**src/verilog/scim_pkg.sv**
```systemverilog
`default_nettype none
package scim_pkg;
	// Register offsets, one 32-bit aligned word each
	localparam logic [5:0] OFS_MODE = 6'h00;
	localparam logic [5:0] OFS_DATA = 6'h04;
	localparam logic [5:0] OFS_RATE_LIN = 6'h08;
	localparam logic [5:0] OFS_RATE_EXP = 6'h0C;
	localparam logic [5:0] OFS_CMD = 6'h10;
	localparam logic [5:0] OFS_ACK_CTRL = 6'h14;
	localparam logic [5:0] OFS_STATUS = 6'h18;
	localparam logic [5:0] OFS_EVENTS = 6'h1C;
	localparam logic [5:0] OFS_EVT_MASK = 6'h20;
	// Mode field values
	localparam logic [1:0] MODE_DISABLED = 2'h0;
	localparam logic [1:0] MODE_TWOWIRE = 2'h3;
	// Reset values
	localparam logic [1:0] RST_MODE = 2'h0;
	localparam logic [3:0] RST_RATE_LIN = 4'h0;
	localparam logic [3:0] RST_RATE_EXP = 4'h0;
	localparam logic RST_ACK_SEL = 1'b0;
	localparam logic [5:0] RST_EVT_MASK = 6'h00;
	// Status register field positions
	localparam int ST_NACK_POS = 0;
	localparam int ST_TXFIN_POS = 1;
	localparam int ST_RXFIN_POS = 2;
	localparam int ST_CMDFIN_POS = 3;
	// Last half-period step of each segment; bit index of the acknowledge
	localparam logic [4:0] START_LAST = 5'h03;
	localparam logic [4:0] BYTE_LAST = 5'h11;
	localparam logic [4:0] STOP_LAST = 5'h02;
	localparam logic [3:0] ACK_BIT = 4'h8;
	// Segment sequencer states
	typedef enum logic [1:0] {ST_IDLE, ST_START, ST_BYTE, ST_STOP} scim_state_e;
	// Segment command bits, start in bit 0
	typedef struct packed {
		logic stop;
		logic recv;
		logic send;
		logic start;
	} scim_cmd_s;
	// Sticky event bits, cmdfin in bit 0
	typedef struct packed {
		logic underrun;
		logic overrun;
		logic nack;
		logic rxfin;
		logic txfin;
		logic cmdfin;
	} scim_evt_s;
endpackage : scim_pkg
`default_nettype wire

```
**src/verilog/scim_i2c_master.sv**
```systemverilog
// Functional notes
// - Two-wire master only, active only when mode field equals 3.
// - No arbitration; the device assumes it is the only master.
// - Lines are only pulled low or released, never driven high.
// - Bus rate is reference divided by 2*(linear+1)*2^exponent.
// - Only one segment command bit at a time; others are illegal.
// - Receive segment answers ACK or NACK from the ack select bit.
// - One-byte transmit and receive buffers through the data register.
// - Start/stop bit clears when done and sets the condition flag.
// - Transmit bit clears when done and sets the transmit flag.
// - Receive bit clears when the byte completes; receive flag set in the same cycle.
// - After each sent byte a status bit records ACK or NACK.
// - Events on condition, transmit, receive completion and NACK.
// - Byte arriving with receive buffer full flags overrun, is lost.
// - Sending with empty transmit buffer flags underrun.
// - Events reach the processor only if both masks allow it.
// - Mode 0 off, 1 UART, 2 SPI, 3 two-wire; disable before switch.
`default_nettype none
module scim_i2c_master
	import scim_pkg::*;
#(
	parameter int DIV_W = 20
) (
	input wire logic clk,
	input wire logic nrst,
	input wire logic ce,
	input wire logic wb_cyc_i,
	input wire logic wb_stb_i,
	input wire logic wb_we_i,
	input wire logic [5:0] wb_adr_i,
	input wire logic [3:0] wb_sel_i,
	input wire logic [31:0] wb_dat_i,
	output logic [31:0] wb_dat_o,
	output logic wb_ack_o,
	input wire logic top_irq_en,
	output logic irq,
	input wire logic master_serial_clock_pin_i,
	output logic master_serial_clock_pin_o,
	output logic master_serial_clock_pin_oe,
	input wire logic master_serial_data_pin_i,
	output logic master_serial_data_pin_o,
	output logic master_serial_data_pin_oe
);
	logic [1:0] serial_ctrl_mode_select;
	logic [3:0] bus_rate_linear;
	logic [3:0] bus_rate_exponent;
	logic ack_select;
	logic ack_latched;
	scim_cmd_s cmd;
	scim_evt_s events;
	scim_evt_s evt_mask;
	scim_evt_s evt_set;
	scim_state_e state;
	logic [4:0] step;
	logic [DIV_W-1:0] div_cnt;
	logic [DIV_W-1:0] div_limit;
	logic [7:0] shift;
	logic sending;
	logic [7:0] tx_buf;
	logic tx_full;
	logic [7:0] rx_buf;
	logic rx_full;
	logic nack_seen;
	logic transmit_done_flag;
	logic receive_done_flag;
	logic condition_done_flag;
	logic [31:0] rd_val;
	logic commit, wr, rd, enabled, tick, launch;
	logic start_done, byte_done, stop_done;
	logic [3:0] bit_idx;

	// Bus commit happens at the edge where the master sees ack
	assign commit = wb_cyc_i && wb_stb_i && wb_ack_o;
	assign wr = commit && wb_we_i && wb_sel_i[0];
	assign rd = commit && !wb_we_i;
	assign enabled = (serial_ctrl_mode_select == MODE_TWOWIRE);
	assign bit_idx = step[4:1];

	// Half-period divider limit; reference is clk
	always_comb begin
		div_limit = DIV_W'((DIV_W'(bus_rate_linear) + DIV_W'(1))
			<< bus_rate_exponent) - DIV_W'(1);
	end

	assign tick = (state != ST_IDLE) && (div_cnt == div_limit);
	assign start_done = tick && state == ST_START && step == START_LAST;
	assign byte_done = tick && state == ST_BYTE && step == BYTE_LAST;
	assign stop_done = tick && state == ST_STOP && step == STOP_LAST;
	// One command bit, no write pending; sole master, so no bus-free wait
	assign launch = enabled && state == ST_IDLE && $onehot(cmd)
		&& !(wr && wb_adr_i == OFS_CMD);

	// Read mux; unmapped addresses read zero
	always_comb begin
		rd_val = 32'h0000_0000;
		if (wb_adr_i == OFS_MODE) begin
			rd_val[1:0] = serial_ctrl_mode_select;
		end else if (wb_adr_i == OFS_DATA) begin
			rd_val[7:0] = rx_buf;
		end else if (wb_adr_i == OFS_RATE_LIN) begin
			rd_val[3:0] = bus_rate_linear;
		end else if (wb_adr_i == OFS_RATE_EXP) begin
			rd_val[3:0] = bus_rate_exponent;
		end else if (wb_adr_i == OFS_CMD) begin
			rd_val[3:0] = cmd;
		end else if (wb_adr_i == OFS_ACK_CTRL) begin
			rd_val[0] = ack_select;
		end else if (wb_adr_i == OFS_STATUS) begin
			rd_val[ST_NACK_POS] = nack_seen;
			rd_val[ST_TXFIN_POS] = transmit_done_flag;
			rd_val[ST_RXFIN_POS] = receive_done_flag;
			rd_val[ST_CMDFIN_POS] = condition_done_flag;
		end else if (wb_adr_i == OFS_EVENTS) begin
			rd_val[5:0] = events;
		end else if (wb_adr_i == OFS_EVT_MASK) begin
			rd_val[5:0] = evt_mask;
		end
	end

	// Wishbone slave: ack one cycle after the request, then drop
	always_ff @(posedge clk or negedge nrst) begin
		if (!nrst) begin
			wb_ack_o <= 1'b0;
			wb_dat_o <= 32'h0000_0000;
		end else if (ce) begin
			wb_ack_o <= wb_cyc_i && wb_stb_i && !wb_ack_o;
			if (wb_cyc_i && wb_stb_i && !wb_ack_o) begin
				wb_dat_o <= rd_val;
			end
		end
	end

	// Configuration registers
	always_ff @(posedge clk or negedge nrst) begin
		if (!nrst) begin
			serial_ctrl_mode_select <= RST_MODE;
			bus_rate_linear <= RST_RATE_LIN;
			bus_rate_exponent <= RST_RATE_EXP;
			ack_select <= RST_ACK_SEL;
			evt_mask <= RST_EVT_MASK;
		end else if (ce && wr) begin
			if (wb_adr_i == OFS_MODE) begin
				serial_ctrl_mode_select <= wb_dat_i[1:0];
			end else if (wb_adr_i == OFS_RATE_LIN) begin
				bus_rate_linear <= wb_dat_i[3:0];
			end else if (wb_adr_i == OFS_RATE_EXP) begin
				bus_rate_exponent <= wb_dat_i[3:0];
			end else if (wb_adr_i == OFS_ACK_CTRL) begin
				ack_select <= wb_dat_i[0];
			end else if (wb_adr_i == OFS_EVT_MASK) begin
				evt_mask <= wb_dat_i[5:0];
			end
		end
	end

	// Segment sequencer; SCL is held where a segment leaves it
	always_ff @(posedge clk or negedge nrst) begin
		if (!nrst) begin
			state <= ST_IDLE;
			step <= 5'h00;
			div_cnt <= '0;
			cmd <= '0;
			shift <= 8'h00;
			sending <= 1'b0;
			ack_latched <= 1'b0;
			master_serial_clock_pin_oe <= 1'b0;
			master_serial_data_pin_oe <= 1'b0;
		end else if (ce) begin
			if (!enabled) begin
				// Leaving the mode aborts and frees the bus
				state <= ST_IDLE;
				cmd <= '0;
				master_serial_clock_pin_oe <= 1'b0;
				master_serial_data_pin_oe <= 1'b0;
			end else if (state == ST_IDLE) begin
				if (wr && wb_adr_i == OFS_CMD) begin
					cmd <= wb_dat_i[3:0];
				end else if (launch) begin
					step <= 5'h00;
					div_cnt <= '0;
					ack_latched <= ack_select;
					if (cmd.start) begin
						state <= ST_START;
						master_serial_data_pin_oe <= 1'b0;
					end else if (cmd.stop) begin
						state <= ST_STOP;
						master_serial_clock_pin_oe <= 1'b1;
						master_serial_data_pin_oe <= 1'b1;
					end else begin
						state <= ST_BYTE;
						sending <= cmd.send;
						shift <= tx_buf;
						master_serial_clock_pin_oe <= 1'b1;
						master_serial_data_pin_oe <= cmd.send && !tx_buf[7];
					end
				end
			end else if (!tick) begin
				div_cnt <= div_cnt + DIV_W'(1);
			end else begin
				div_cnt <= '0;
				step <= step + 5'h01;
				case (state)
					ST_START: begin
						// Release SCL, pull SDA while high, then pull SCL
						if (step == 5'h00) begin
							master_serial_clock_pin_oe <= 1'b0;
						end else if (step == 5'h01) begin
							master_serial_data_pin_oe <= 1'b1;
						end else if (step == 5'h02) begin
							master_serial_clock_pin_oe <= 1'b1;
						end else begin
							state <= ST_IDLE;
							cmd.start <= 1'b0;
						end
					end
					ST_BYTE: begin
						if (step == BYTE_LAST) begin
							// Pull SCL and hold it; SDA only moves at next launch
							state <= ST_IDLE;
							master_serial_clock_pin_oe <= 1'b1;
							cmd.send <= 1'b0;
							cmd.recv <= 1'b0;
						end else if (!step[0]) begin
							master_serial_clock_pin_oe <= 1'b0;
						end else begin
							// Sample at end of high half, then drive next bit
							master_serial_clock_pin_oe <= 1'b1;
							if (bit_idx < ACK_BIT) begin
								shift <= {shift[6:0], master_serial_data_pin_i};
							end
							if (bit_idx + 4'h1 == ACK_BIT) begin
								master_serial_data_pin_oe <= !sending
									&& ack_latched;
							end else begin
								master_serial_data_pin_oe <= sending
									&& !shift[6];
							end
						end
					end
					ST_STOP: begin
						if (step == 5'h00) begin
							master_serial_clock_pin_oe <= 1'b0;
						end else if (step == 5'h01) begin
							master_serial_data_pin_oe <= 1'b0;
						end else begin
							state <= ST_IDLE;
							cmd.stop <= 1'b0;
						end
					end
					default: begin
						state <= ST_IDLE;
					end
				endcase
			end
		end
	end

	// Output levels are always low; only the enables move
	always_ff @(posedge clk or negedge nrst) begin
		if (!nrst) begin
			master_serial_clock_pin_o <= 1'b0;
			master_serial_data_pin_o <= 1'b0;
		end else if (ce) begin
			master_serial_clock_pin_o <= 1'b0;
			master_serial_data_pin_o <= 1'b0;
		end
	end

	// One-byte buffers serviced by software only
	always_ff @(posedge clk or negedge nrst) begin
		if (!nrst) begin
			tx_buf <= 8'h00;
			tx_full <= 1'b0;
			rx_buf <= 8'h00;
			rx_full <= 1'b0;
		end else if (ce) begin
			if (wr && wb_adr_i == OFS_DATA) begin
				tx_buf <= wb_dat_i[7:0];
				tx_full <= 1'b1;
			end else if (launch && cmd.send) begin
				tx_full <= 1'b0;
			end
			// A read that meets a completing byte still loses the new byte
			if (byte_done && !sending && !rx_full) begin
				rx_buf <= shift;
				rx_full <= 1'b1;
			end else if (rd && wb_adr_i == OFS_DATA) begin
				rx_full <= 1'b0;
			end
		end
	end

	// Completion flags clear when a segment of their kind is launched
	always_ff @(posedge clk or negedge nrst) begin
		if (!nrst) begin
			condition_done_flag <= 1'b0;
			transmit_done_flag <= 1'b0;
			receive_done_flag <= 1'b0;
			nack_seen <= 1'b0;
		end else if (ce) begin
			if (start_done || stop_done) begin
				condition_done_flag <= 1'b1;
			end else if (launch && (cmd.start || cmd.stop)) begin
				condition_done_flag <= 1'b0;
			end
			if (byte_done && sending) begin
				transmit_done_flag <= 1'b1;
				nack_seen <= master_serial_data_pin_i;
			end else if (launch && cmd.send) begin
				transmit_done_flag <= 1'b0;
			end
			if (byte_done && !sending) begin
				receive_done_flag <= 1'b1;
			end else if (launch && cmd.recv) begin
				receive_done_flag <= 1'b0;
			end
		end
	end

	// Event sources; completions are the flags' rising edges
	always_comb begin
		evt_set.cmdfin = start_done || stop_done;
		evt_set.txfin = byte_done && sending;
		evt_set.rxfin = byte_done && !sending;
		evt_set.nack = byte_done && sending
			&& master_serial_data_pin_i;
		evt_set.overrun = byte_done && !sending && rx_full;
		evt_set.underrun = launch && cmd.send && !tx_full;
	end

	// Sticky events, write one to clear; a new event beats the clear
	always_ff @(posedge clk or negedge nrst) begin
		if (!nrst) begin
			events <= '0;
			irq <= 1'b0;
		end else if (ce) begin
			if (wr && wb_adr_i == OFS_EVENTS) begin
				events <= (events & ~scim_evt_s'(wb_dat_i[5:0])) | evt_set;
			end else begin
				events <= events | evt_set;
			end
			irq <= top_irq_en && |(events & evt_mask);
		end
	end

	a_mode_gates_seq: assert property (@(posedge clk) disable iff (!nrst)
		!enabled |=> state == ST_IDLE)
		else $error("sequencer active outside two-wire mode");
	a_lines_never_high: assert property (@(posedge clk) disable iff (!nrst)
		!master_serial_clock_pin_o && !master_serial_data_pin_o)
		else $error("a bus line drives high");
	a_div_tick_limit: assert property (@(posedge clk) disable iff (!nrst)
		(ce && state != ST_IDLE && !tick) |=> div_cnt <= div_limit)
		else $error("divider passed its limit");
	a_illegal_cmd_ignored: assert property (@(posedge clk) disable iff (!nrst)
		(ce && state == ST_IDLE && !$onehot(cmd)) |=> state == ST_IDLE)
		else $error("illegal command combination launched");
	a_ack_bit_level: assert property (@(posedge clk) disable iff (!nrst)
		(state == ST_BYTE && !sending && bit_idx == ACK_BIT && step[0])
		|-> master_serial_data_pin_oe == ack_latched)
		else $error("wrong acknowledge driven");
	a_cond_fin_flag: assert property (@(posedge clk) disable iff (!nrst)
		(ce && (start_done || stop_done)) |=> condition_done_flag
		&& !cmd.start && !cmd.stop)
		else $error("condition completion not reported");
	a_tx_fin_flag: assert property (@(posedge clk) disable iff (!nrst)
		(ce && byte_done && sending) |=> transmit_done_flag && !cmd.send
		&& events.txfin)
		else $error("transmit completion not reported");
	a_rx_fin_flag: assert property (@(posedge clk) disable iff (!nrst)
		(ce && byte_done && !sending) |=> receive_done_flag && !cmd.recv)
		else $error("receive completion not reported");
	a_nack_recorded: assert property (@(posedge clk) disable iff (!nrst)
		(ce && byte_done && sending) |=>
		nack_seen == $past(master_serial_data_pin_i))
		else $error("acknowledge status not recorded");
	a_overrun_flag: assert property (@(posedge clk) disable iff (!nrst)
		(ce && byte_done && !sending && rx_full) |=>
		events.overrun && rx_buf == $past(rx_buf))
		else $error("overrun not flagged or byte overwritten");
	a_underrun_flag: assert property (@(posedge clk) disable iff (!nrst)
		(ce && launch && cmd.send && !tx_full) |=> events.underrun)
		else $error("underrun not flagged");
	a_irq_masked: assert property (@(posedge clk) disable iff (!nrst)
		irq |-> $past(top_irq_en) && $past(|(events & evt_mask)))
		else $error("interrupt raised while masked");
	a_busy_cmd_held: assert property (@(posedge clk) disable iff (!nrst)
		(ce && state != ST_IDLE && !tick && enabled) |=> $stable(cmd))
		else $error("command changed during a segment");

	c_start_done: cover property (@(posedge clk) disable iff (!nrst)
		start_done);
	c_tx_nack: cover property (@(posedge clk) disable iff (!nrst)
		byte_done && sending && master_serial_data_pin_i);
	c_rx_done: cover property (@(posedge clk) disable iff (!nrst)
		byte_done && !sending);
	c_stop_done: cover property (@(posedge clk) disable iff (!nrst)
		stop_done);
endmodule : scim_i2c_master
`default_nettype wire

```
**config.mk**
```make
export PLATFORM = sky130hd
export DESIGN_NAME = scim_i2c_master
export DESIGN_NICKNAME = d
export VERILOG_FILES = /design/src/verilog/scim_pkg.sv /design/src/verilog/scim_i2c_master.sv
export SDC_FILE = /design/constraint.sdc
export NUM_CORES = 1
export LEC_CHECK = 0
export BUFFER_PORTS_ARGS = -buffer_cell sky130_fd_sc_hd__buf_4
export CAP_MARGIN = 20
export CELL_PAD_IN_SITES_DETAIL_PLACEMENT = 1
export CELL_PAD_IN_SITES_GLOBAL_PLACEMENT = 2
export CORE_MARGIN = 2
export CORE_UTILIZATION = 36
export CTS_BUF_LIST = sky130_fd_sc_hd__clkbuf_8 sky130_fd_sc_hd__clkbuf_16
export CTS_CLUSTER_DIAMETER = 80
export CTS_CLUSTER_SIZE = 30
export DETAILED_ROUTE_END_ITERATION = 7
export PLACE_DENSITY_LB_ADDON = 0.2
export SYNTH_ARGS = -nofsm -noshare
export SYNTH_HDL_FRONTEND = slang
export SYNTH_SLANG_ARGS = --single-unit
```
**constraint.sdc**
```tcl
create_clock -name clk -period 6 [get_ports clk]
set_input_delay 0.3 -clock clk [delete_from_list [all_inputs] [get_ports clk]]
set_output_delay 0.3 -clock clk [all_outputs]
set_load 0.05 [all_outputs]
```
# [Word-level counts from Yosys, hierarchy flattened]
# Cells that the tools add are included.
[op_classes] add_sub_neg=8 magnitude_cmp=1 eq_ne=50 n_shift=1 muxes=105 bitwise_logic=12 n_reduce_logical=83
[ops] operator="2-to-1 mux 20 bit" count=4
[ops] operator="2-to-1 mux 8 bit" count=10
[ops] operator="2-to-1 mux 6 bit" count=12
[ops] operator="2-to-1 mux 1 bit" count=44
[ops] operator="2-to-1 mux 2 bit" count=19
[ops] operator="logical AND 1 bit" count=34
[ops] operator="2-to-1 mux 4 bit" count=8
[ops] operator="2-to-1 mux 5 bit" count=5
[ops] operator="== test 6 x 5 -> 1 bit, second input constant" count=4
[ops] operator="!= test 4 bit, second input constant" count=6
[ops] operator="AND reduction 11 bit" count=2
[ops] operator="adder 20 x 1 -> 20 bit, second input constant" count=1
[ops] operator="== test 20 bit" count=1
[ops] operator="AND reduction 2 bit" count=10
[ops] operator="AND reduction 5 bit" count=4
[ops] operator="nonzero test 2 bit" count=10
[ops] operator="left shift 5 x 4 -> 20 bit" count=1
[ops] operator="subtractor 20 x 1 -> 20 bit, second input constant" count=1
[ops] operator="!= test 3 bit, second input constant" count=6
[ops] operator="!= test 4 x 2 -> 1 bit, second input constant" count=4
[ops] operator="!= test 3 x 1 -> 1 bit, second input constant" count=5
[ops] operator="AND reduction 7 bit" count=2
[ops] operator="bitwise AND 6 bit" count=2
[ops] operator="== test 6 x 4 -> 1 bit, second input constant" count=2
[ops] operator="other kinds (37)" count=63
[totals] reg_bits=98 wordCells=299

# [Logic depth before layout (Yosys ltp)]
# Gate-level depths: netlist (run 1).
[depth] ltp_word=17 ltp_mapped=19

# [Least setup slack after synthesis (run 1)]
# No wires, ideal clock.
[synth_timing] kind="register to register" startpoint="register bus_rate_exponent[0]" endpoint="register cmd[2] (netlist bit)" setup_time_ns=0.126 arrival_time_ns=4.043 path_slack_ns=1.831 path_stages_with_launch=17 path_buffers=3 cell_sequence="dfrtp_1 > buf_2 > buf_2 > nor3_1 > nand2_1 > ha_1 > nor4b_1 > a21oi_1 > nand2_1 > a41oi_1 > or4b_1 > nand4_1 > nor4_1 > and3_1 > nand3_1 > buf_2 > a221o_1"
[synth_via] elab_chain_len=6
[synth_rtl] element="from (decl)" line="scim_i2c_master.sv:46" source="logic [3:0] bus_rate_exponent;"
[synth_rtl] element="from (signal assigned)" line="scim_i2c_master.sv:147" source="bus_rate_exponent <= wb_dat_i[3:0];"
[synth_rtl] element="left shift 5 x 4 -> 20 bit" line="scim_i2c_master.sv:81" source="div_limit = DIV_W'((DIV_W'(bus_rate_linear) + DIV_W'(1))"
[synth_rtl] element="subtractor 20 x 1 -> 20 bit" line="scim_i2c_master.sv:82" source="<< bus_rate_exponent) - DIV_W'(1);"
[synth_rtl] element="== test 20 bit" line="scim_i2c_master.sv:85" source="assign tick = (state != ST_IDLE) && (div_cnt == div_limit);"
[synth_rtl] element="logical AND 1 bit" line="scim_i2c_master.sv:85"
[synth_rtl] element="!= test 3 x 1 -> 1 bit (no line)"
[synth_rtl] element="AND reduction 5 bit (no line)"
[synth_rtl] element="to (signal assigned)" line="scim_i2c_master.sv:177" source="cmd <= wb_dat_i[3:0];"
[synth_rtl] element="to (decl)" line="scim_i2c_master.sv:49" source="scim_cmd_s cmd;"
# Every way passes these cells.
# A chain may end at the register's enable or synchronous reset.

# [Final worst setup path (run 1)]
[layout_timing] startpoint="register bus_rate_linear[0]" endpoint="register cmd[1] (netlist bit)"
[layout_via] elab_chain_len=7
[layout_rtl] element="from (decl)" line="scim_i2c_master.sv:45" source="logic [3:0] bus_rate_linear;"
[layout_rtl] element="from (signal assigned)" line="scim_i2c_master.sv:145" source="bus_rate_linear <= wb_dat_i[3:0];"
[layout_rtl] element="adder 4 x 1 -> 5 bit" line="scim_i2c_master.sv:81"
[layout_rtl] element="left shift 5 x 4 -> 20 bit" line="scim_i2c_master.sv:81"
[layout_rtl] element="subtractor 20 x 1 -> 20 bit" line="scim_i2c_master.sv:82"
[layout_rtl] element="== test 20 bit" line="scim_i2c_master.sv:85"
[layout_rtl] element="logical AND 1 bit" line="scim_i2c_master.sv:85"
[layout_rtl] element="!= test 3 x 1 -> 1 bit (no line)"
[layout_rtl] element="AND reduction 5 bit (no line)"
# Every way passes these cells.

==> flow_metrics.env, run 1 <==
export IMPL_path_buf_inv=0
export IMPL_die_area_um2=21400
export IMPL_die_x_um=146
export IMPL_final_fill_count=2420
export IMPL_finalCriticalPeriod_ns=5.35
export IMPL_clock_sinks=98
export IMPL_hp_class="primary input to flop"
export IMPL_nets=928
export IMPL_drive_above_1_share_pct=14.4
export IMPL_p_seq_share_pct=48.4
export IMPL_crit_path_max_fanout=12
export IMPL_numCtsBuffers=9
export IMPL_synth_main_ff_cell="dfrtp_1"
export IMPL_clockRootBuffer="clkbuf_16"
export IMPL_crit_path_end_kind="flop"
export IMPL_row_count=52
export IMPL_track_usage_pct=22.3
export IMPL_holdWs_ns=0.151
export IMPL_num_antenna_cells=0
export IMPL_startpoint="bus_rate_linear[0]$_DFFE_PN0P_"
export IMPL_worst_r2r_setup_slack_ns=0.65
export IMPL_place_hpwl_um=17800
export IMPL_netlist_area_um2=7290
export IMPL_startpoint_type="flop"
export IMPL_ant_nets=0
export IMPL_htree_levels=3
export IMPL_core_area_um2=20000
export IMPL_syn_inst=853
export IMPL_dr_pass1_iters=5
export IMPL_via_per_inst=5.77
export IMPL_comb_power_share_pct=8.1
export IMPL_holdPathStages=3
export IMPL_synth_edff_count=0
export IMPL_max_stage_delay_ns=0.56
export IMPL_crit_chain="ha_1, nand2b_1, a21oi_1, nand2_1, ha_1, nor4b_1, a21oi_1, nand2_1, a41oi_1, or4b_1, nand4_1, nor4_1, and3_1, nand3_1, a221o_1"
export IMPL_stdcell_count=1142
export IMPL_slowest_stage="nor4_1"
export IMPL_grt_pass1_vias=6865
export IMPL_dpl_cell_count=1124
export IMPL_p_int_w=0.000984
export IMPL_io_pins=89
export IMPL_grt_start_max_net_pins=71
export IMPL_r2r_end="cmd[1]$_DFFE_PN0P_"
export IMPL_power_density_nw_per_um2=171
export IMPL_totalNegativeSetupSlack_ns=0
export IMPL_swShare_pct=28.3
export IMPL_vdd_drop_max_v=0.000122
export IMPL_hold_start="wb_dat_i[7]"
export IMPL_leakage_nw=3.47
export IMPL_synthToLayoutAreaGrowth_pct=9.90
export IMPL_syn_area_per_cell_um2=8.55
export IMPL_gp_congestion=0.860
export IMPL_r2r_start="bus_rate_linear[0]$_DFFE_PN0P_"
export IMPL_arrival_ns=5.59
export IMPL_finalHoldViolations=0
export IMPL_slew_headroom_pct=39.2
export IMPL_final_common_cell="dfrtp_1"
export IMPL_numPortBuffers=34
export IMPL_die_y_um=146
export IMPL_clockPowerShare_pct=43.6
export IMPL_wl_um=23300
export IMPL_yosysSeqAreaShare_pct=33.6
export IMPL_drt_iter0_drc=391
export IMPL_via_count=6585
export IMPL_async_reset_ff_share_pct=100
export IMPL_setup_viol=0
export IMPL_cp_required_ns=6.24
export IMPL_min_period_over_period_pct=89.1
export IMPL_wl_per_cell_um=20.4
export IMPL_ys_ff_latch=98
export IMPL_grt_ovfl_total=0
export IMPL_grt_busiest_layer="met2"
export IMPL_r2r_cells=15
export IMPL_drc=0
export IMPL_maxCapViolCount=0
export IMPL_grt_antenna_before_repair=0
export IMPL_layout_common_cells="dfrtp_1 (98), nand2_1 (86), nor2_1 (74)"
export IMPL_grtUsageMet1_pct=30.3
export IMPL_grtUsageMet3_pct=2.66
export IMPL_postCtsSetupBuffers=0
export IMPL_path_class="flop to flop"
export IMPL_grt_setup_unrepaired="false"
export IMPL_worst_pin_slew_ns=0.911
export IMPL_grt_pass1_wl_um=38300
export IMPL_path_depth=15
export IMPL_start_util_pct=36.4
export IMPL_outcome="completed"
export IMPL_max_freq_mhz=187
export IMPL_critPathTopFamily="simple AND/OR/NAND/NOR gates"
export IMPL_yosysWarnings=0
export IMPL_crit_path_end="cmd[1]$_DFFE_PN0P_"
export IMPL_netlist_cell_type_count=89
export IMPL_skew_ns=0.0118
export IMPL_clk_pin_slew_ns=0.08
export IMPL_p_switching_w=0.000389
export IMPL_met2_usage_pct=37.7
export IMPL_clock_latency_ns=0.36
export IMPL_cts_path_max_buffers=2
export IMPL_final_max_slew_viol_count=0
export IMPL_tritoncts="yes"
==> state kept, by name, summed over array words and instances (netlist names), 2 cells and up <==
name and count:
wb_dat_o 8, evt_mask 6, tx_buf 8, step 5, shift 8, cmd 4
bus_rate_linear 4, bus_rate_exponent 4, rx_buf 8, serial_ctrl_mode_select 2, div_cnt 20, state 2
events 6
==> how the worst min path moves through the flow <==
stage | slack, ns | end
after floorplan | 0.004 | ack_latched$_DFFE_PN0P_
after global placement | 0.24 | tx_buf[6]$_DFFE_PN0P_
after detailed placement | 0.25 | tx_buf[5]$_DFFE_PN0P_
after CTS | 0.14 | tx_buf[7]$_DFFE_PN0P_
after global routing | 0.17 | tx_buf[6]$_DFFE_PN0P_
final | 0.15 | tx_buf[7]$_DFFE_PN0P_
==> per-layer routing <==
| layer | wire length (um) | vias up |
|---|---|---|
| li1 | - | 3129 |
| met1 | 10900 | 3314 |
| met2 | 11300 | 114 |
| met3 | 715 | 28 |
| met4 | 397 | 0 |
| met5 | 0 | - |
==> tightest hold or removal path, cell delays in order <==
cell,delay [ns]
buf_4,0.08
nand2_1,0.03
o21ai_0,0.06
==> stage by stage <==
stage	total power (W)	worst slack [ns]	utilization (%)	area, um2
after global routing	0.00142	0.196	40.0	8010
final	0.00137	0.651	40.0	8010
after detailed placement	0.000788	0.603	38.4	7690
after global placement	0.000786	0.768	38.4	7690
after floorplan	0.000757	1.83	-	7390
after CTS	0.00139	0.575	40.0	8010
==> cell families after synthesis <==
family,share of synthesized area [%]
simple gates,25.1
compound gates,21.3
buf+inv,7.21
flops,33.6
mux,6.31
xor+xnor,4.58
fa+ha+maj,1.82
other cells,0.0514
==> power groups by stage <==
stage / clock (W) / sequential (W) / combinational, W
CTS: 0.000620 / 0.000664 / 0.000111
global placement: 0 / 0.000677 / 0.000109
global route: 0.000638 / 0.000664 / 0.000120
floorplan: 0 / 0.000681 / 0.0000761
finish: 0.000598 / 0.000664 / 0.000111
detailed placement: 0 / 0.000677 / 0.000111
==> Yosys cell counts (5+ instances only) <==
cell	n	area (um2)
and2_1	6	37.5
buf_2	9	45.0
o21ai_0	47	235
nand2b_1	24	150
nor4_1	7	43.8
nand2_1	86	323
mux2_2	31	349
nor3_1	30	150
o22ai_1	9	56.3
or3_1	8	50.1
o221ai_1	6	52.6
nand3b_1	6	45.0
xor2_1	16	140
a211oi_1	5	37.5
dfrtp_1	98	2450
and3_1	14	87.6
mux2i_1	10	100
xnor2_1	19	166
o221a_2	8	90.1
or4_1	7	52.6
o31ai_1	6	45.0
buf_4	28	210
nor3b_1	7	52.6
and4_1	7	61.3
a21oi_1	31	155
nor2_1	74	278
ha_1	9	113
a31oi_1	11	68.8
a22oi_1	12	90.1
o211ai_1	11	82.6
nor2b_1	7	43.8
nand3_1	27	135
nand4_1	17	106
a21o_1	13	97.6
inv_1	28	105
clkbuf_1	33	124
==> layout make-up <==
| cell class | count | area [um2] | share of cell area, % |
|---|---|---|---|
| inverters | 29 | 109 | 1.36 |
| well taps | 270 | 338 | 4.22 |
| repair buffers | 52 | 390 | 4.87 |
| multi-input cells | 677 | 4410 | 55.1 |
| clock inverters | 7 | 86.3 | 1.08 |
| flip-flops and latches | 98 | 2450 | 30.6 |
| clock buffers | 9 | 225 | 2.81 |
==> timing repair <==
| action | 4_1_cts | 5_1_grt |
|---|---|---|
| hold buffers | 1 | 0 |
| gates resized for setup | 0 | 0 |
| endpoints found under the hold margin | 28 | 0 |
(Power assumes the default switching activity.)
==> run 2: changes to the inputs <==
==> constraint.sdc (replaced) <==
create_clock -name clk -period 6 [get_ports clk]
set_input_delay 0.9 -clock clk [delete_from_list [all_inputs] [get_ports clk]]
set_output_delay 0.9 -clock clk [all_outputs]
set_load 0.05 [all_outputs]
==> run 2 against run 1 <==
Non-clock buffer count is 4 lower. Fmax is 3.3% lower. Clock skew is 0.0022 ns lower. Largest cell class unchanged. Largest power group unchanged.
==> flow_metrics.env, run 2 (synthesis results as in run 1) <==
export IMPL_outcome="completed"
export IMPL_layout_common_cells="dfrtp_1 (98), nand2_1 (86), nor2_1 (74)"
export IMPL_totalNegativeSetupSlack_ns=0
export IMPL_htree_levels=3
export IMPL_grtUsageMet3_pct=1.81
export IMPL_power_density_nw_per_um2=172
export IMPL_clockRootBuffer="clkbuf_16"
export IMPL_hp_class="flop to flop"
export IMPL_maxCapViolCount=0
export IMPL_clk_pin_slew_ns=0.08
export IMPL_wl_per_cell_um=20.9
export IMPL_grtUsageMet1_pct=30.4
export IMPL_row_count=52
export IMPL_leakage_nw=3.45
export IMPL_path_class="flop to flop"
export IMPL_grt_antenna_before_repair=0
export IMPL_finalHoldViolations=0
export IMPL_numCtsBuffers=9
export IMPL_via_per_inst=5.83
export IMPL_grt_ovfl_total=0
export IMPL_clock_latency_ns=0.36
export IMPL_met2_usage_pct=39.3
export IMPL_clock_sinks=98
export IMPL_die_x_um=146
export IMPL_slowest_stage="a21oi_1"
export IMPL_crit_path_max_fanout=17
export IMPL_final_fill_count=2421
export IMPL_drive_above_1_share_pct=14.4
export IMPL_drt_iter0_drc=328
export IMPL_worst_pin_slew_ns=1.10
export IMPL_grt_pass1_wl_um=38900
export IMPL_numPortBuffers=34
export IMPL_crit_path_end_kind="flop"
export IMPL_track_usage_pct=22.7
export IMPL_final_max_slew_viol_count=0
export IMPL_nets=924
export IMPL_skew_ns=0.00961
export IMPL_slew_headroom_pct=25.8
export IMPL_min_period_over_period_pct=92.2
export IMPL_gp_congestion=0.889
export IMPL_setup_viol=0
export IMPL_max_freq_mhz=181
export IMPL_via_count=6632
export IMPL_grt_setup_unrepaired="false"
export IMPL_cts_path_max_buffers=2
export IMPL_io_pins=89
export IMPL_top_register="div_cnt"
export IMPL_crit_chain="ha_1, nand2b_1, a21oi_1, nand2_1, ha_1, nor4b_1, a21oi_1, nand2_1, a41oi_1, or4b_1, nand4_1, nor4_2, nand4_2, buf_4, a21oi_4, o21ai_0"
export IMPL_max_stage_delay_ns=0.52
export IMPL_wl_um=23800
export IMPL_tritoncts="yes"
export IMPL_synthToLayoutAreaGrowth_pct=9.57
export IMPL_vdd_drop_max_v=0.000133
export IMPL_final_common_cell="dfrtp_1"
export IMPL_arrival_ns=5.75
export IMPL_ant_nets=0
export IMPL_dr_pass1_iters=4
export IMPL_fin_util_pct=39.9
export IMPL_drc=0
export IMPL_grt_busiest_layer="met2"
export IMPL_holdWs_ns=0.466
export IMPL_startpoint_type="flop"
export IMPL_grt_start_max_net_pins=61
export IMPL_grt_pass1_vias=6927
export IMPL_cp_required_ns=6.22
export IMPL_die_area_um2=21400
export IMPL_setup_ws_ns=0.470
export IMPL_finalCriticalPeriod_ns=5.53
export IMPL_preCtsSetupSlack_ns=0.266
export IMPL_num_antenna_cells=0
export IMPL_die_y_um=146
export IMPL_largest_reg_flops=20
export IMPL_core_area_um2=20000
export IMPL_place_hpwl_um=18200
export IMPL_start_util_pct=36.4
-- run 2: per-stage QoR --
| stage | instance area, um2 | power [W] | cells |
|---|---|---|---|
| after floorplan | 7390 | 0.000757 | 878 |
| final | 7990 | 0.00137 | 1138 |
| after global placement | 7670 | 0.000786 | 1122 |
| after detailed placement | 7670 | 0.000788 | 1122 |
| after global routing | 7990 | 0.00143 | 1138 |
| after CTS | 7980 | 0.00139 | 1138 |
-- run 2: final timing paths --
kind	slack, ns	startpoint	endpoint	cells after the start
worst min-delay path	0.47	tx_full$_DFFE_PN0P_	events[5]$_DFFE_PN0P_	1
worst min register to register	0.47	tx_full$_DFFE_PN0P_	events[5]$_DFFE_PN0P_	1
worst max register to register	0.47	bus_rate_linear[1]$_DFFE_PN0P_	step[0]$_DFFE_PN0P_	16
min in group asynchronous	0.59	nrst	tx_buf[5]$_DFFE_PN0P_	1
worst max-delay path	0.47	bus_rate_linear[1]$_DFFE_PN0P_	step[0]$_DFFE_PN0P_	16
max in group asynchronous	4.35	nrst	div_cnt[10]$_DFFE_PN0P_	2
-- run 2: critical path: cells and delay by family (launching register included) --
kind | cells | cell delay (ns)
fa+ha+maj | 2 | 0.83
compound gates | 5 | 1.87
flops | 1 | 0.51
simple gates | 8 | 1.90
buf+inv | 1 | 0.28
-- run 2: metal layers --
layer  wire (um)  part of all wire, %  vias up
met2       11700                   49      117
met4         498                  2.1        0
met1       11000                   46     3367
li1            -                    -     3118
met5           0                    0        -
met3         506                  2.1       30
-- run 2: report_power, final --
part | internal, W | switching (W)
Sequential | 0.000662 | 0.00000241
Combinational | 0.0000232 | 0.0000867
Clock | 0.000297 | 0.000299
Total | 0.000982 | 0.000388
-- run 2: cell type report --
cell class	count	area, um2	share of cell area (%)
inverters	29	109	1.36
multi-input cells	677	4420	55.4
repair buffers	48	360	4.51
clock buffers	9	225	2.82
flip-flops and latches	98	2450	30.7
well taps	270	338	4.23
clock inverters	7	81.3	1.02
-- run 2: repair_timing --
| action | in CTS | in global routing |
|---|---|---|
| resized for setup | 0 | 2 |
| hold buffers | 0 | 0 |
| setup buffers | 0 | 0 |
| setup endpoints to repair | 0 | 31 |
==> run 3: changes to the inputs <==
--- a/config.mk
+++ b/config.mk
@@ -5,17 +5,18 @@
 export SDC_FILE = /design/constraint.sdc
 export NUM_CORES = 1
 export LEC_CHECK = 0
-export BUFFER_PORTS_ARGS = -buffer_cell sky130_fd_sc_hd__buf_4
 export CAP_MARGIN = 20
 export CELL_PAD_IN_SITES_DETAIL_PLACEMENT = 1
 export CELL_PAD_IN_SITES_GLOBAL_PLACEMENT = 2
 export CORE_MARGIN = 2
-export CORE_UTILIZATION = 36
+export CORE_UTILIZATION = 39
 export CTS_BUF_LIST = sky130_fd_sc_hd__clkbuf_8 sky130_fd_sc_hd__clkbuf_16
 export CTS_CLUSTER_DIAMETER = 80
 export CTS_CLUSTER_SIZE = 30
 export DETAILED_ROUTE_END_ITERATION = 7
+export DONT_BUFFER_PORTS = 1
 export PLACE_DENSITY_LB_ADDON = 0.2
+export SLEW_MARGIN = 40
 export SYNTH_ARGS = -nofsm -noshare
 export SYNTH_HDL_FRONTEND = slang
 export SYNTH_SLANG_ARGS = --single-unit
==> run 3 against run 2 <==
Setup slack better by 0.33 ns. Sequential cell count stayed put. Critical path type unchanged. Fmax is 6.4% higher.
==> flow_metrics.env, run 3 (synthesis results as in run 1) <==
export IMPL_outcome="completed"
export IMPL_dr_pass1_iters=5
export IMPL_crit_chain="ha_1, nand2b_1, a21oi_1, nand2_1, ha_1, nor4b_1, a21oi_1, nand2_1, a41oi_1, or4b_1, nand4_1, nor4_1, and3_1, nand3_1, buf_4, a221o_1"
export IMPL_start_util_pct=39.4
export IMPL_dpl_cell_count=1053
export IMPL_crit_path_max_fanout=12
export IMPL_die_x_um=141
export IMPL_totalNegativeSetupSlack_ns=0
export IMPL_startpoint="bus_rate_linear[0]$_DFFE_PN0P_"
export IMPL_slew_headroom_pct=47.3
export IMPL_row_count=50
export IMPL_track_usage_pct=24.4
export IMPL_finalCriticalPeriod_ns=5.20
export IMPL_clock_sinks=98
export IMPL_largest_reg_flops=20
export IMPL_io_pins=89
export IMPL_grt_pass1_vias=6843
export IMPL_numPortBuffers=0
export IMPL_maxCapViolCount=0
export IMPL_setup_ws_ns=0.803
export IMPL_postCtsSetupBuffers=0
export IMPL_cts_hold_buf=0
export IMPL_grt_setup_unrepaired="false"
export IMPL_grt_ovfl_total=0
export IMPL_max_freq_mhz=192
export IMPL_via_count=6571
export IMPL_nets=891
export IMPL_grt_pass1_wl_um=38100
export IMPL_tritoncts="yes"
export IMPL_clk_pin_slew_ns=0.08
export IMPL_via_per_inst=6.15
export IMPL_wl_per_cell_um=22.0
export IMPL_ctsResizeCount=0
export IMPL_worst_pin_slew_ns=0.790
export IMPL_grt_antenna_before_repair=0
export IMPL_drt_iter0_drc=359
export IMPL_num_antenna_cells=0
export IMPL_drive_above_1_share_pct=11.1
export IMPL_skew_ns=0.0152
export IMPL_drc=0
export IMPL_holdWs_ns=0.225
export IMPL_arrival_ns=5.44
export IMPL_layout_common_cells="dfrtp_1 (98), nand2_1 (85), nor2_1 (74)"
export IMPL_setup_viol=0
export IMPL_clockRootBuffer="clkbuf_16"
export IMPL_core_area_um2=18500
export IMPL_die_area_um2=19800
export IMPL_gp_congestion=0.889
export IMPL_wl_um=23600
export IMPL_slowest_stage="nor4_1"
export IMPL_leakage_nw=3.28
export IMPL_vdd_drop_max_v=0.000127
export IMPL_htree_levels=3
export IMPL_synthToLayoutAreaGrowth_pct=5.59
export IMPL_stdcell_count=1069
export IMPL_max_stage_delay_ns=0.56
export IMPL_preCtsSetupSlack_ns=0.838
export IMPL_cts_path_max_buffers=2
export IMPL_final_common_cell="dfrtp_1"
export IMPL_finalHoldViolations=0
export IMPL_power_density_nw_per_um2=174
export IMPL_path_class="flop to flop"
export IMPL_place_hpwl_um=17700
export IMPL_cp_required_ns=6.24
export IMPL_path_buf_inv=1
export IMPL_clock_latency_ns=0.36
export IMPL_numCtsBuffers=9
export IMPL_ant_nets=0
export IMPL_min_period_over_period_pct=86.6
export IMPL_top_register="div_cnt"
export IMPL_r2r_start="bus_rate_linear[0]$_DFFE_PN0P_"
export IMPL_die_y_um=141
export IMPL_startpoint_type="flop"
export IMPL_grt_start_max_net_pins=99
export IMPL_crit_path_end_kind="flop"
export IMPL_critPathTopFamily="simple AND/OR/NAND/NOR gates"
export IMPL_hp_class="primary input to asynchronous set/reset pin"
export IMPL_final_max_slew_viol_count=0
==> run 3: worst paths after layout <==
path | endpoint | slack, ns | depth (start not counted)
max | cmd[1]$_DFFE_PN0P_ | 0.80 | 16
min | tx_buf[5]$_DFFE_PN0P_ | 0.23 | 0
max reg2reg | cmd[1]$_DFFE_PN0P_ | 0.80 | 16
min reg2reg | rx_full$_DFFE_PN0P_ | 0.48 | 1
max in group asynchronous | div_cnt[16]$_DFFE_PN0P_ | 5.63 | 0
min in group clk | rx_full$_DFFE_PN0P_ | 0.48 | 1
==> run 3: worst reg2reg max path, cell delays in order (launching register included) <==
cell      delay (ns)
dfrtp_1         0.39
ha_1            0.47
nand2b_1        0.12
a21oi_1         0.45
nand2_1         0.12
ha_1            0.33
nor4b_1         0.21
a21oi_1         0.35
nand2_1         0.26
a41oi_1         0.44
or4b_1          0.18
nand4_1         0.17
nor4_1          0.57
and3_1          0.34
nand3_1         0.12
buf_4           0.24
a221o_1         0.34
==> run 3: routing by layer <==
layer	wire length [um]	share of wire (%)	vias up	GRT usage, %
met1	10500	45	3364	31.9
met4	494	2.1	0	7.11
met3	794	3.4	33	3.97
met2	11800	50	124	41.7
met5	0	0	-	0
li1	-	-	3050	-
==> run 3: per-stage QoR <==
stage	power, W	cell area, um2	utilization (%)
after global routing	0.00138	7700	41.6
after CTS	0.00135	7690	41.5
after detailed placement	0.000748	7390	39.9
after global placement	0.000746	7380	39.9
final	0.00134	7700	41.6
after floorplan	0.000757	7390	-
==> run 3: layout make-up <==
type	count	area [um2]
Inverter	29	109
Sequential cell	98	2450
Clock buffer	9	225
Multi-Input combinational cell	677	4430
Tap cell	234	293
Fill cell	2185	10800
Clock inverter	7	81.3
Timing Repair Buffer	15	113
==> run 3: report_power, final <==
group          leakage, nW  internal (W)  switching (W)
clock                0.150      0.000298       0.000304
sequential            1.30      0.000662     0.00000677
combinational         1.83     0.0000122      0.0000550
total                 3.28      0.000972       0.000365
